## src/design/serial_adapter_pkg.sv

```systemverilog
package serial_adapter_pkg;
	// Divide-select codes
	localparam logic [1:0] DIV_1     = 2'h0;
	localparam logic [1:0] DIV_16    = 2'h1;
	localparam logic [1:0] DIV_64    = 2'h2;
	localparam logic [1:0] DIV_MRST  = 2'h3;
	// Transmit-control codes
	localparam logic [1:0] TXC_IRQ_ON = 2'h1;
	localparam logic [1:0] TXC_BREAK  = 2'h3;
	// Control register field positions
	localparam int CTL_DIV  = 0;
	localparam int CTL_WORD = 2;
	localparam int CTL_TXC  = 5;
	localparam int CTL_RIE  = 7;
	// Status register bit positions
	localparam int ST_RX_HOLDING_FULL = 0;
	localparam int ST_TX_HOLDING_EMPTY = 1;
	localparam int ST_DCD  = 2;
	localparam int ST_CTS  = 3;
	localparam int ST_FE   = 4;
	localparam int ST_OVERRUN_FLAG = 5;
	localparam int ST_PE   = 6;
	localparam int ST_IRQ  = 7;
	// Pair select level for the data registers
	localparam logic PAIR_DATA = 1'h1;
	// Reset values
	localparam logic [7:0] CTL_RST   = 8'h00;
	localparam logic [7:0] BYTE_ZERO = 8'h00;
	// Serial engine states
	typedef enum logic [1:0] {TX_IDLE = 2'h0, TX_SHIFT = 2'h1} tx_state_t;
	typedef enum logic [1:0] {RX_HUNT = 2'h0, RX_BITS = 2'h1} rx_state_t;
	// Clock ticks per bit for a divide code
	function automatic logic [6:0] div_ticks(input logic [1:0] d);
		div_ticks = (d == DIV_16) ? 7'h10 : (d == DIV_64) ? 7'h40 : 7'h01;
	endfunction : div_ticks
	// Word-select decode
	function automatic logic word_len8(input logic [2:0] w);
		word_len8 = w[2];
	endfunction : word_len8
	function automatic logic word_par(input logic [2:0] w);
		word_par = ~w[2] | w[1];
	endfunction : word_par
	function automatic logic word_stop2(input logic [2:0] w);
		word_stop2 = ~w[1] & ~(w[2] & w[0]);
	endfunction : word_stop2
endpackage : serial_adapter_pkg

```

## src/design/serial_if.sv

```systemverilog
`timescale 1ns/1ps
interface serial_if;
	logic [1:0] div;
	logic [2:0] word;
	logic       tx_req;
	logic [7:0] tx_data;
	logic       tx_take;
	logic       txd;
	logic       rx_done;
	logic [7:0] rx_data;
	logic       rx_fe;
	logic       rx_pe;
	modport ctl (output div, word, tx_req, tx_data, input tx_take, txd, rx_done, rx_data, rx_fe, rx_pe);
	modport tx  (input div, word, tx_req, tx_data, output tx_take, txd);
	modport rx  (input div, word, output rx_done, rx_data, rx_fe, rx_pe);
endinterface : serial_if

```

## src/design/async_serial_adapter.sv

```systemverilog
`timescale 1ns/1ps
module async_serial_adapter #(
	parameter int DATA_W = 8
) (
	// System
	input  wire logic       clk_sys,
	input  wire logic       rst_b,
	// Processor bus
	input  wire logic       e,
	input  wire logic       rw,
	input  wire logic       pair_select,
	input  wire logic       select_high_a,
	input  wire logic       select_high_b,
	input  wire logic       select_low_c_b,
	input  wire logic [7:0] d_in,
	output logic      [7:0] d_out,
	output logic            d_oe_b,
	// Interrupt, open drain
	output logic            irq_out,
	output logic            irq_oe_b,
	// Serial side
	input  wire logic       tx_clk,
	input  wire logic       rx_clk,
	input  wire logic       rx_data_in,
	output logic            tx_data_out,
	// Modem lines
	input  wire logic       cts_b,
	input  wire logic       carrier_detect_in_b,
	output logic            rts_b
);
	// The byte bus cannot be widened
	if (DATA_W != 8) begin : g_width_check
		$error("DATA_W must be 8");
	end

	serial_if sp ();

	// Pin vector through two flip-flops
	logic [18:0] pin_w, sync1_r, sync2_r;
	logic        e_d_r, txc_d_r, rxc_d_r, dcd_d_r;
	logic        e_s, rw_s, rs_s, sel_s, txc_s, rxc_s, rxd_s, cts_s, dcd_s;
	logic [7:0]  din_s;

	// Bus latch taken while enable is high
	logic [7:0]  hd_r, hd_nxt;
	logic        hrs_r, hrs_nxt, hrw_r, hrw_nxt, hsel_r, hsel_nxt;
	logic        e_fall, wr_ctl, wr_tdr, rd_sts, rd_rdr;

	// Register state
	logic [7:0]  ctrl_r, ctrl_nxt;
	logic [7:0]  tdr_r, tdr_nxt;
	logic [7:0]  rdr_r, rdr_nxt;
	logic        tx_holding_empty_r, tx_holding_empty_nxt;
	logic        rx_holding_full_r, rx_holding_full_nxt;
	logic        fe_r, fe_nxt;
	logic        pe_r, pe_nxt;
	logic        overrun_flag_r, overrun_flag_nxt;
	logic        dcd_lat_r, dcd_lat_nxt;
	logic        seen_r, seen_nxt;
	logic        por_r, por_nxt;
	logic        irq_r, irq_nxt;
	logic        rts_b_r, rts_b_nxt;
	logic        txd_r, txd_nxt;
	logic [7:0]  rd_r, rd_nxt;

	// Derived terms
	logic        mrst, tx_holding_empty_st, rx_holding_full_st, tx_irq, rx_irq, dcd_rise;
	logic [7:0]  status;

	assign pin_w = {d_in, e, rw, pair_select, select_high_a & select_high_b & ~select_low_c_b,
		tx_clk, rx_clk, rx_data_in, cts_b, carrier_detect_in_b, 2'h0};

	// Two-stage synchroniser; only stage two is read by logic
	always_ff @(posedge clk_sys) begin
		if (!rst_b) begin
			sync1_r <= 19'h00000;
			sync2_r <= 19'h00000;
		end else begin
			sync1_r <= pin_w;
			sync2_r <= sync1_r;
		end
	end

	assign din_s = sync2_r[18:11];
	assign e_s   = sync2_r[10];
	assign rw_s  = sync2_r[9];
	assign rs_s  = sync2_r[8];
	assign sel_s = sync2_r[7];
	assign txc_s = sync2_r[6];
	assign rxc_s = sync2_r[5];
	assign rxd_s = sync2_r[4];
	assign cts_s = sync2_r[3];
	assign dcd_s = sync2_r[2];

	// Edge history of the synchronised clocks and lines
	always_ff @(posedge clk_sys) begin
		if (!rst_b) begin
			e_d_r   <= 1'h0;
			txc_d_r <= 1'h0;
			rxc_d_r <= 1'h0;
			dcd_d_r <= 1'h0;
		end else begin
			e_d_r   <= e_s;
			txc_d_r <= txc_s;
			rxc_d_r <= rxc_s;
			dcd_d_r <= dcd_s;
		end
	end

	// Address and data are caught while enable is high, since they may
	// already have moved by the time the falling edge is seen
	always_comb begin
		hd_nxt   = e_s ? din_s : hd_r;
		hrs_nxt  = e_s ? rs_s : hrs_r;
		hrw_nxt  = e_s ? rw_s : hrw_r;
		hsel_nxt = e_s ? sel_s : hsel_r;
	end

	always_ff @(posedge clk_sys) begin
		if (!rst_b) begin
			hd_r   <= 8'h00;
			hrs_r  <= 1'h0;
			hrw_r  <= 1'h0;
			hsel_r <= 1'h0;
		end else begin
			hd_r   <= hd_nxt;
			hrs_r  <= hrs_nxt;
			hrw_r  <= hrw_nxt;
			hsel_r <= hsel_nxt;
		end
	end

	// Access strobes on the falling edge of enable
	assign e_fall = e_d_r & ~e_s;
	assign wr_ctl = e_fall & hsel_r & ~hrw_r & (hrs_r != serial_adapter_pkg::PAIR_DATA);
	assign wr_tdr = e_fall & hsel_r & ~hrw_r & (hrs_r == serial_adapter_pkg::PAIR_DATA);
	assign rd_sts = e_fall & hsel_r & hrw_r & (hrs_r != serial_adapter_pkg::PAIR_DATA);
	assign rd_rdr = e_fall & hsel_r & hrw_r & (hrs_r == serial_adapter_pkg::PAIR_DATA);

	// Master reset holds while the divide field reads 11, or until the first one
	assign mrst = por_r | (ctrl_r[serial_adapter_pkg::CTL_DIV +: 2] == serial_adapter_pkg::DIV_MRST);

	assign tx_holding_empty_st  = tx_holding_empty_r & ~cts_s & ~mrst;
	assign rx_holding_full_st  = rx_holding_full_r & ~dcd_s;
	assign dcd_rise = dcd_s & ~dcd_d_r;
	assign tx_irq   = (ctrl_r[serial_adapter_pkg::CTL_TXC +: 2] == serial_adapter_pkg::TXC_IRQ_ON) & tx_holding_empty_st;
	assign rx_irq   = ctrl_r[serial_adapter_pkg::CTL_RIE] & (rx_holding_full_st | overrun_flag_r | dcd_lat_r);

	// Status byte in its fixed bit order; bit 7 takes the next interrupt value so that
	// the registered read byte lines up with the registered pin
	always_comb begin
		status = 8'h00;
		status[serial_adapter_pkg::ST_RX_HOLDING_FULL] = rx_holding_full_st;
		status[serial_adapter_pkg::ST_TX_HOLDING_EMPTY] = tx_holding_empty_st;
		status[serial_adapter_pkg::ST_DCD]  = dcd_lat_r | dcd_s;
		status[serial_adapter_pkg::ST_CTS]  = cts_s;
		status[serial_adapter_pkg::ST_FE]   = fe_r;
		status[serial_adapter_pkg::ST_OVERRUN_FLAG] = overrun_flag_r;
		status[serial_adapter_pkg::ST_PE]   = pe_r;
		status[serial_adapter_pkg::ST_IRQ]  = irq_nxt;
	end

	// Serial engines: fields decode immediately, unbuffered
	assign sp.div     = ctrl_r[serial_adapter_pkg::CTL_DIV +: 2];
	assign sp.word    = ctrl_r[serial_adapter_pkg::CTL_WORD +: 3];
	assign sp.tx_req  = ~tx_holding_empty_r;
	assign sp.tx_data = tdr_r;

	serial_tx u_tx (
		.clk_sys (clk_sys),
		.rst_b   (rst_b),
		.init    (mrst),
		.tick    (txc_d_r & ~txc_s),
		.sp      (sp)
	);

	serial_rx u_rx (
		.clk_sys (clk_sys),
		.rst_b   (rst_b),
		.init    (mrst | dcd_s),
		.tick    (rxc_s & ~rxc_d_r),
		.rxd     (rxd_s),
		.sp      (sp)
	);

	// Register next values; read clears come before hardware sets, a data write after the take, master reset last
	always_comb begin
		ctrl_nxt    = wr_ctl ? hd_r : ctrl_r;
		tdr_nxt     = wr_tdr ? hd_r : tdr_r;
		por_nxt     = por_r & ~(wr_ctl && hd_r[serial_adapter_pkg::CTL_DIV +: 2] == serial_adapter_pkg::DIV_MRST);
		rdr_nxt     = rdr_r;
		rx_holding_full_nxt    = rx_holding_full_r;
		fe_nxt      = fe_r;
		pe_nxt      = pe_r;
		overrun_flag_nxt    = overrun_flag_r;
		dcd_lat_nxt = dcd_lat_r;
		seen_nxt    = seen_r;
		// A write overwrites any pending take, so the new byte stays queued
		tx_holding_empty_nxt    = tx_holding_empty_r;
		if (sp.tx_take)
			tx_holding_empty_nxt = 1'h1;
		if (wr_tdr)
			tx_holding_empty_nxt = 1'h0;
		// Status read arms the error clear
		if (rd_sts && (overrun_flag_r || dcd_lat_r))
			seen_nxt = 1'h1;
		if (rd_rdr) begin
			rx_holding_full_nxt = overrun_flag_r & ~seen_r;
			if (seen_r) begin
				overrun_flag_nxt = 1'h0;
				dcd_lat_nxt = 1'h0;
				seen_nxt = 1'h0;
			end
		end
		if (sp.rx_done) begin
			if (rx_holding_full_r) begin
				overrun_flag_nxt = 1'h1;
			end else begin
				rdr_nxt = sp.rx_data;
				fe_nxt = sp.rx_fe;
				pe_nxt = sp.rx_pe;
				rx_holding_full_nxt = 1'h1;
			end
		end
		if (dcd_rise)
			dcd_lat_nxt = 1'h1;
		if (mrst) begin
			tx_holding_empty_nxt = 1'h1;
			rx_holding_full_nxt = 1'h0;
			fe_nxt = 1'h0;
			pe_nxt = 1'h0;
			overrun_flag_nxt = 1'h0;
			dcd_lat_nxt = 1'h0;
			seen_nxt = 1'h0;
		end
	end

	// Output next values
	always_comb begin
		irq_nxt   = ~mrst & (tx_irq | rx_irq);
		rts_b_nxt = por_r | (ctrl_r[serial_adapter_pkg::CTL_TXC +: 2] == 2'h2);
		txd_nxt   = (ctrl_r[serial_adapter_pkg::CTL_TXC +: 2] == serial_adapter_pkg::TXC_BREAK) ? 1'h0 : sp.txd;
		rd_nxt    = (rs_s == serial_adapter_pkg::PAIR_DATA) ? rdr_r : status;
	end

	// Registers only
	always_ff @(posedge clk_sys) begin
		if (!rst_b) begin
			ctrl_r    <= serial_adapter_pkg::CTL_RST;
			tdr_r     <= serial_adapter_pkg::BYTE_ZERO;
			rdr_r     <= serial_adapter_pkg::BYTE_ZERO;
			tx_holding_empty_r    <= 1'h1;
			rx_holding_full_r    <= 1'h0;
			fe_r      <= 1'h0;
			pe_r      <= 1'h0;
			overrun_flag_r    <= 1'h0;
			dcd_lat_r <= 1'h0;
			seen_r    <= 1'h0;
			por_r     <= 1'h1;
			irq_r     <= 1'h0;
			rts_b_r   <= 1'h1;
			txd_r     <= 1'h1;
			rd_r      <= serial_adapter_pkg::BYTE_ZERO;
		end else begin
			ctrl_r    <= ctrl_nxt;
			tdr_r     <= tdr_nxt;
			rdr_r     <= rdr_nxt;
			tx_holding_empty_r    <= tx_holding_empty_nxt;
			rx_holding_full_r    <= rx_holding_full_nxt;
			fe_r      <= fe_nxt;
			pe_r      <= pe_nxt;
			overrun_flag_r    <= overrun_flag_nxt;
			dcd_lat_r <= dcd_lat_nxt;
			seen_r    <= seen_nxt;
			por_r     <= por_nxt;
			irq_r     <= irq_nxt;
			rts_b_r   <= rts_b_nxt;
			txd_r     <= txd_nxt;
			rd_r      <= rd_nxt;
		end
	end

	// Pins; bus drivers on only while a selected read holds enable high
	assign d_out       = rd_r;
	assign d_oe_b      = ~(e_s & sel_s & rw_s);
	assign irq_out     = 1'h0;
	assign irq_oe_b    = ~irq_r;
	assign rts_b       = rts_b_r;
	assign tx_data_out = txd_r;
endmodule : async_serial_adapter

```

## src/design/serial_tx.sv

```systemverilog
`timescale 1ns/1ps
module serial_tx (
	input wire logic clk_sys,
	input wire logic rst_b,
	input wire logic init,
	input wire logic tick,
	serial_if.tx     sp
);
	serial_adapter_pkg::tx_state_t state_r, state_nxt;
	logic [5:0]  phase_r, phase_nxt;
	logic [11:0] sh_r, sh_nxt;
	logic [3:0]  left_r, left_nxt;
	logic        txd_r, txd_nxt;
	logic        bit_en, len8, pen, par;
	logic [7:0]  dbits;
	logic [11:0] frame;
	logic [3:0]  nbits;

	// Phase runs free so an idle start waits at most one bit time
	always_comb begin
		len8   = serial_adapter_pkg::word_len8(sp.word);
		pen    = serial_adapter_pkg::word_par(sp.word);
		dbits  = len8 ? sp.tx_data : {1'h0, sp.tx_data[6:0]};
		par    = ^dbits ^ sp.word[0];
		frame  = len8 ? {2'h3, pen ? par : 1'h1, sp.tx_data, 1'h0} : {3'h7, par, sp.tx_data[6:0], 1'h0};
		nbits  = (len8 ? 4'hA : 4'h9) + {3'h0, pen} + {3'h0, serial_adapter_pkg::word_stop2(sp.word)};
		bit_en = tick && ({1'h0, phase_r} == serial_adapter_pkg::div_ticks(sp.div) - 7'h01);
		phase_nxt = bit_en ? 6'h00 : tick ? phase_r + 6'h01 : phase_r;
		state_nxt = state_r;
		sh_nxt = sh_r;
		left_nxt = left_r;
		sp.tx_take = 1'h0;
		if (bit_en && state_r == serial_adapter_pkg::TX_SHIFT) begin
			sh_nxt = {1'h1, sh_r[11:1]};
			left_nxt = left_r - 4'h1;
			if (left_r == 4'h1)
				state_nxt = serial_adapter_pkg::TX_IDLE;
		end
		// Back-to-back characters load on the boundary that ends the last
		if (bit_en && state_nxt == serial_adapter_pkg::TX_IDLE && sp.tx_req) begin
			sp.tx_take = 1'h1;
			sh_nxt = frame;
			left_nxt = nbits;
			state_nxt = serial_adapter_pkg::TX_SHIFT;
		end
		if (init) begin
			state_nxt = serial_adapter_pkg::TX_IDLE;
			phase_nxt = 6'h00;
			sp.tx_take = 1'h0;
		end
		txd_nxt = (state_nxt == serial_adapter_pkg::TX_SHIFT) ? sh_nxt[0] : 1'h1;
	end

	// Bits change only on a transmit clock falling edge tick, or at once when init forces the line idle
	always_ff @(posedge clk_sys) begin
		if (!rst_b) begin
			state_r <= serial_adapter_pkg::TX_IDLE;
			phase_r <= 6'h00;
			sh_r    <= 12'hFFF;
			left_r  <= 4'h0;
			txd_r   <= 1'h1;
		end else begin
			state_r <= state_nxt;
			phase_r <= phase_nxt;
			sh_r    <= sh_nxt;
			left_r  <= left_nxt;
			txd_r   <= txd_nxt;
		end
	end

	assign sp.txd = txd_r;
endmodule : serial_tx

```

## src/design/serial_rx.sv

```systemverilog
`timescale 1ns/1ps
module serial_rx (
	input wire logic clk_sys,
	input wire logic rst_b,
	input wire logic init,
	input wire logic tick,
	input wire logic rxd,
	serial_if.rx     sp
);
	serial_adapter_pkg::rx_state_t state_r, state_nxt;
	logic [6:0] cnt_r, cnt_nxt;
	logic [3:0] got_r, got_nxt;
	logic [9:0] sr_r, sr_nxt;
	logic       done_r, done_nxt, fe_r, fe_nxt, pe_r, pe_nxt;
	logic [7:0] data_r, data_nxt;
	logic [6:0] ticks, half;
	logic [3:0] need;
	logic [9:0] al;
	logic       len8;

	// Start needs half a bit of low samples; a high sample restarts the hunt
	always_comb begin
		len8  = serial_adapter_pkg::word_len8(sp.word);
		ticks = serial_adapter_pkg::div_ticks(sp.div);
		half  = (ticks == 7'h01) ? 7'h01 : {1'h0, ticks[6:1]};
		need  = (len8 ? 4'h9 : 4'h8) + {3'h0, serial_adapter_pkg::word_par(sp.word)};
		state_nxt = state_r;
		cnt_nxt = cnt_r;
		got_nxt = got_r;
		sr_nxt = sr_r;
		done_nxt = 1'h0;
		data_nxt = data_r;
		fe_nxt = fe_r;
		pe_nxt = pe_r;
		al = sr_r;
		if (tick && state_r == serial_adapter_pkg::RX_HUNT) begin
			cnt_nxt = rxd ? 7'h00 : cnt_r + 7'h01;
			if (!rxd && cnt_r + 7'h01 == half) begin
				state_nxt = serial_adapter_pkg::RX_BITS;
				cnt_nxt = 7'h00;
				got_nxt = 4'h0;
			end
		end else if (tick) begin
			cnt_nxt = cnt_r + 7'h01;
			if (cnt_r + 7'h01 == ticks) begin
				cnt_nxt = 7'h00;
				sr_nxt = {rxd, sr_r[9:1]};
				got_nxt = got_r + 4'h1;
				if (got_r + 4'h1 == need) begin
					al = sr_nxt >> (4'hA - need);
					done_nxt = 1'h1;
					state_nxt = serial_adapter_pkg::RX_HUNT;
					data_nxt = len8 ? al[7:0] : {1'h0, al[6:0]};
					fe_nxt = ~al[need - 4'h1];
					pe_nxt = serial_adapter_pkg::word_par(sp.word) &
						(^data_nxt ^ (len8 ? al[8] : al[7]) ^ sp.word[0]);
				end
			end
		end
		if (init) begin
			state_nxt = serial_adapter_pkg::RX_HUNT;
			cnt_nxt = 7'h00;
			done_nxt = 1'h0;
		end
	end

	// Character and flags are held until the next character completes
	always_ff @(posedge clk_sys) begin
		if (!rst_b) begin
			state_r <= serial_adapter_pkg::RX_HUNT;
			cnt_r   <= 7'h00;
			got_r   <= 4'h0;
			sr_r    <= 10'h000;
			done_r  <= 1'h0;
			data_r  <= 8'h00;
			fe_r    <= 1'h0;
			pe_r    <= 1'h0;
		end else begin
			state_r <= state_nxt;
			cnt_r   <= cnt_nxt;
			got_r   <= got_nxt;
			sr_r    <= sr_nxt;
			done_r  <= done_nxt;
			data_r  <= data_nxt;
			fe_r    <= fe_nxt;
			pe_r    <= pe_nxt;
		end
	end

	assign sp.rx_done = done_r;
	assign sp.rx_data = data_r;
	assign sp.rx_fe   = fe_r;
	assign sp.rx_pe   = pe_r;
endmodule : serial_rx

```

## config.mk

```make
export PLATFORM = sky130hd
export DESIGN_NAME = async_serial_adapter
export DESIGN_NICKNAME = d
export VERILOG_FILES = /design/src/design/serial_adapter_pkg.sv /design/src/design/serial_if.sv /design/src/design/async_serial_adapter.sv /design/src/design/serial_tx.sv /design/src/design/serial_rx.sv
export SDC_FILE = /design/constraint.sdc
export NUM_CORES = 1
export LEC_CHECK = 0
export ABC_AREA = 1
export BUFFER_PORTS_ARGS = -buffer_cell sky130_fd_sc_hd__buf_2
export CAP_MARGIN = 20
export CORE_UTILIZATION = 66
export DETAILED_ROUTE_END_ITERATION = 7
export HOLD_SLACK_MARGIN = 0.03
export PLACE_DENSITY_LB_ADDON = 0.08
export SYNTH_ARGS = -nofsm -noshare
export SYNTH_HDL_FRONTEND = slang
export SYNTH_HIERARCHICAL = 1
export SYNTH_SLANG_ARGS = --single-unit
```

## constraint.sdc

```tcl
create_clock -name clk_sys -period 6 [get_ports clk_sys]
set_clock_uncertainty 0.15 [all_clocks]
set_input_delay 1.2 -clock clk_sys [delete_from_list [all_inputs] [get_ports clk_sys]]
set_output_delay 1.2 -clock clk_sys [all_outputs]
set_load 0.02 [all_outputs]
```

==> results_dict.tcl <==
set metrics [dict create \
    tritonroute_pass_1_iters 5 \
    fp-row-count 36 \
    coreArea_um2 9770 \
    power.density_nw_per_um2 290 \
    instances_no_fill 1073 \
    max-slew-margin-rel_pct 46.4 \
    synth_enable_flop_cells 0 \
    synthTopCellsByArea "sky130_fd_sc_hd__dfxtp_1, sky130_fd_sc_hd__nand2_1, sky130_fd_sc_hd__inv_1" \
    synth_cell_type_count 50 \
    fp.dieW_um 102 \
    clk_latency_ns 0.52 \
    reg2reg_to "u_rx/sp.rx_data[4]$_SDFFE_PN0P_" \
    ys_dominant_reg_cell "sky130_fd_sc_hd__dfxtp_1" \
    worst_voltage_drop_across_the_vdd_grid_mv 0.269 \
    regToRegStartpoint "u_rx/cnt_r[0]$_SDFFE_PP0P_" \
    mostFrequentLayoutCell "sky130_fd_sc_hd__nand2_1" \
    max_slew.worst_pin.slew_ns 0.801 \
    finalHoldViolCount 0 \
    cts_made_buffers 17 \
    final_cell_mix "sky130_fd_sc_hd__nand2_1, sky130_fd_sc_hd__dfxtp_1, sky130_fd_sc_hd__inv_1, sky130_fd_sc_hd__nor2_1, sky130_fd_sc_hd__nand3_1" \
    post-cts-setup-buffers 0 \
    cts_hold_buf 0 \
    dp_cell_count 1041 \
    startpoint "sync2_r[10]$_SDFF_PN0_" \
    grt_start_max_net_pins 77 \
    track_usage_pct 28.2 \
    synth_largest_area_cell "sky130_fd_sc_hd__dfxtp_1" \
    status "finished, final reports clean" \
    ctsResizeCount 0 \
    cts.htree.levels 4 \
    timing.reg2reg.setup_slack_ns 3.44 \
    detail_route.drc_violations 0 \
    final_min_period_over_clock_period_pct 47.0 \
    postSynthAreaPerCell_um2 7.34 \
    cts_num_sinks 149 \
    path_cells "nand3_1 -> buf_2" \
    global_route.overflow_total 0 \
    timing.reg2reg.worst_path_depth 12 \
    yosysSeqAreaShare_pct 44.9 \
    path_delay_family "flip-flops" \
    netlist.area_leader.share_pct 44.9 \
    layout.filler_cells 761 \
    antenna_violations_before_repair 0 \
    clock_tree_from_tritoncts "built" \
    critical_path.max_fanout 14 \
    crit_buf_inv 1 \
    multi_input_comb_area_um2 2940 \
    detailed_place_hpwl_um 9360 \
    place.gp.congestion 0.892 \
    cap_viol_max_count 0 \
    hold-path-endpoint "sync2_r[7]$_SDFF_PN0_" \
    worst_hold_path_type "reg -> reg" \
    p_leak_nw 3.45 \
    period_needed_ns 2.82 \
    clkSlewWorstSetupHoldPaths_ns 0.06 \
    synth-seq-cells 149 \
    grt_pass1_vias 5138 \
    synth_area_um2 6640 \
    timing.final.max_slew_violations 0 \
    grt_pass1_wl_um 22800 \
    final_net_count 959 \
    vias_per_cell 5.24 \
    final.setup.tns_ns 0 \
    antennaDiodeCount 0 \
    synthArstFlopShare_pct 0 \
    arrival_ns 1.47 \
    cts_buffer_depth 2 \
    synth.net_count 937 \
    chipHeight_um 102 \
    seqCellArea_um2 2980 \
    worst_path_largest_cell_delay_ns 0.60 \
    postRouteWirelength_um 13700 \
    hold_path_startpoint "sync1_r[7]$_SDFF_PN0_" \
    worst_slack_placed_ns 3.09 \
    initial_core_utilization_pct 68.0 \
    mean_routed_wirelength_per_cell_um 12.8 \
    cts_root_buf "sky130_fd_sc_hd__clkbuf_8" \
    start_kind "flop" \
    routed-via-count 5622 \
    setup_violations 0 \
    port-buffer-count 32 \
    die_area_um2 10500 \
    grt_setup_unrepaired "false" \
    criticalPathCategory "reg -> out" \
    final_layout_size_suffix_gt1_share_pct 11.3 \
    timing.critical_path.required_ns 4.65 \
    synthesis.yosys.warnings 6 \
    ant_nets 0 \
    critical-path-slowest-cell "sky130_fd_sc_hd__dfxtp_1" \
    min_delay_path_depth 2 \
    count_of_pins_on_the_block_boundary 34 \
    netlist_instances 905 \
    area.growth.synth_to_final_pct 11.1 \
    crit_path_end_kind "primary output" \
    finalWorstSetupSlack_ns 3.18 \
    max_clock_freq_mhz 355 \
    drt_first_iter_violations 319 \
]
==> metrics by stage <==
step	total power [mW]	cell area, µm²	hold WS [ns]	utilization [%]
after detailed placement	1.09	6780	0.245	69.4
after global placement	1.09	6780	0.244	69.4
after floorplan	1.07	6640	0.240	-
after CTS	2.15	7380	0.256	75.6
after global routing	2.21	7380	0.287	75.6
final	2.14	7380	0.256	75.6
==> worst max path at each step <==
stage / to / slack [ns] / cells past startpoint
6_report: d_oe_b / 3.18 / 2
5_1_grt: d_oe_b / 3.10 / 2
4_1_cts: d_oe_b / 3.16 / 2
3_5_place_dp: seen_r$_SDFF_PP0_ / 3.09 / 6
3_3_place_gp: seen_r$_SDFF_PP0_ / 3.15 / 6
2_1_floorplan: d_oe_b / 3.77 / 2
==> state kept, by name, indices dropped and copies added (netlist names), 2 cells and up <==
| signal | count |
|---|---|
| sync1_r | 17 |
| sync2_r | 17 |
| u_tx/sh_r | 12 |
| u_rx/sr_r | 9 |
| ctrl_r | 8 |
| d_out | 8 |
| hd_r | 8 |
| rdr_r | 8 |
| sp.tx_data | 8 |
| u_rx/sp.rx_data | 8 |
| u_rx/cnt_r | 7 |
| u_tx/phase_r | 6 |
| u_rx/got_r | 4 |
| u_tx/left_r | 4 |
| u_tx/state_r | 2 |
==> metal layers <==
metal,GRT usage (%),part of all wire [%],up-vias
li1,-,-,2908
met1,36.0,45,2543
met2,46.0,48,157
met3,6.98,5.1,14
met4,10.7,1.3,0
met5,0,0,-
==> synthesized netlist by cell type (2+ instances only) <==
library cell / number
sky130_fd_sc_hd__a21oi_1: 63
sky130_fd_sc_hd__a31oi_1: 3
sky130_fd_sc_hd__buf_1: 2
sky130_fd_sc_hd__buf_2: 10
sky130_fd_sc_hd__buf_4: 3
sky130_fd_sc_hd__buf_6: 7
sky130_fd_sc_hd__clkbuf_1: 7
sky130_fd_sc_hd__clkinv_1: 3
sky130_fd_sc_hd__clkinv_2: 2
sky130_fd_sc_hd__dfxtp_1: 149
sky130_fd_sc_hd__ha_1: 10
sky130_fd_sc_hd__inv_1: 125
sky130_fd_sc_hd__inv_2: 5
sky130_fd_sc_hd__nand2_1: 229
sky130_fd_sc_hd__nand2_2: 9
sky130_fd_sc_hd__nand2_4: 4
sky130_fd_sc_hd__nand3_1: 71
sky130_fd_sc_hd__nand3_2: 5
sky130_fd_sc_hd__nand3b_1: 2
sky130_fd_sc_hd__nand4_1: 13
sky130_fd_sc_hd__nor2_1: 89
sky130_fd_sc_hd__nor2_2: 2
sky130_fd_sc_hd__nor2_4: 2
sky130_fd_sc_hd__nor2_8: 4
sky130_fd_sc_hd__nor3_1: 2
sky130_fd_sc_hd__o21ai_0: 24
sky130_fd_sc_hd__o21ai_1: 29
sky130_fd_sc_hd__o21bai_1: 2
sky130_fd_sc_hd__xnor2_1: 5
sky130_fd_sc_hd__xor2_1: 4
==> final cells by class <==
| cell class | count | area share (%) |
|---|---|---|
| clock buffer | 22 | 6.27 |
| clock inverter | 10 | 1.93 |
| inverter | 137 | 7.10 |
| multi-input combinational | 589 | 39.8 |
| sequential | 149 | 40.4 |
| tap | 133 | 2.25 |
| timing repair buffer | 33 | 2.27 |
==> logic make-up after synthesis <==
group                      Yosys count  synth area share (%)
adders and majority gates           11                  2.18
muxes                                1                 0.151
xor gates and xnor gates             9                  1.19
buffers and inverters              167                  10.9
AOI/OAI and AO/OA                  131                  10.9
DFF                                149                  44.9
other                                1                0.0564
and+or+nand+nor                    436                  29.7
==> power by group <==
group / switching [mW] / leakage, nW / internal (mW)
Clock: 0.401 / 0.296 / 0.670
Sequential: 0.0101 / 1.21 / 1.01
Combinational: 0.0348 / 1.95 / 0.0165
==> worst reg2reg max path: cells and delay by family, from the launching register on <==
family                     cells  cell delay (ns)
and+or+nand+nor               10             1.39
buffers and inverters          1             0.08
DFF                            1             0.44
adders and majority gates      1             0.39
Note: power is estimated with default switching activity, not from simulation.
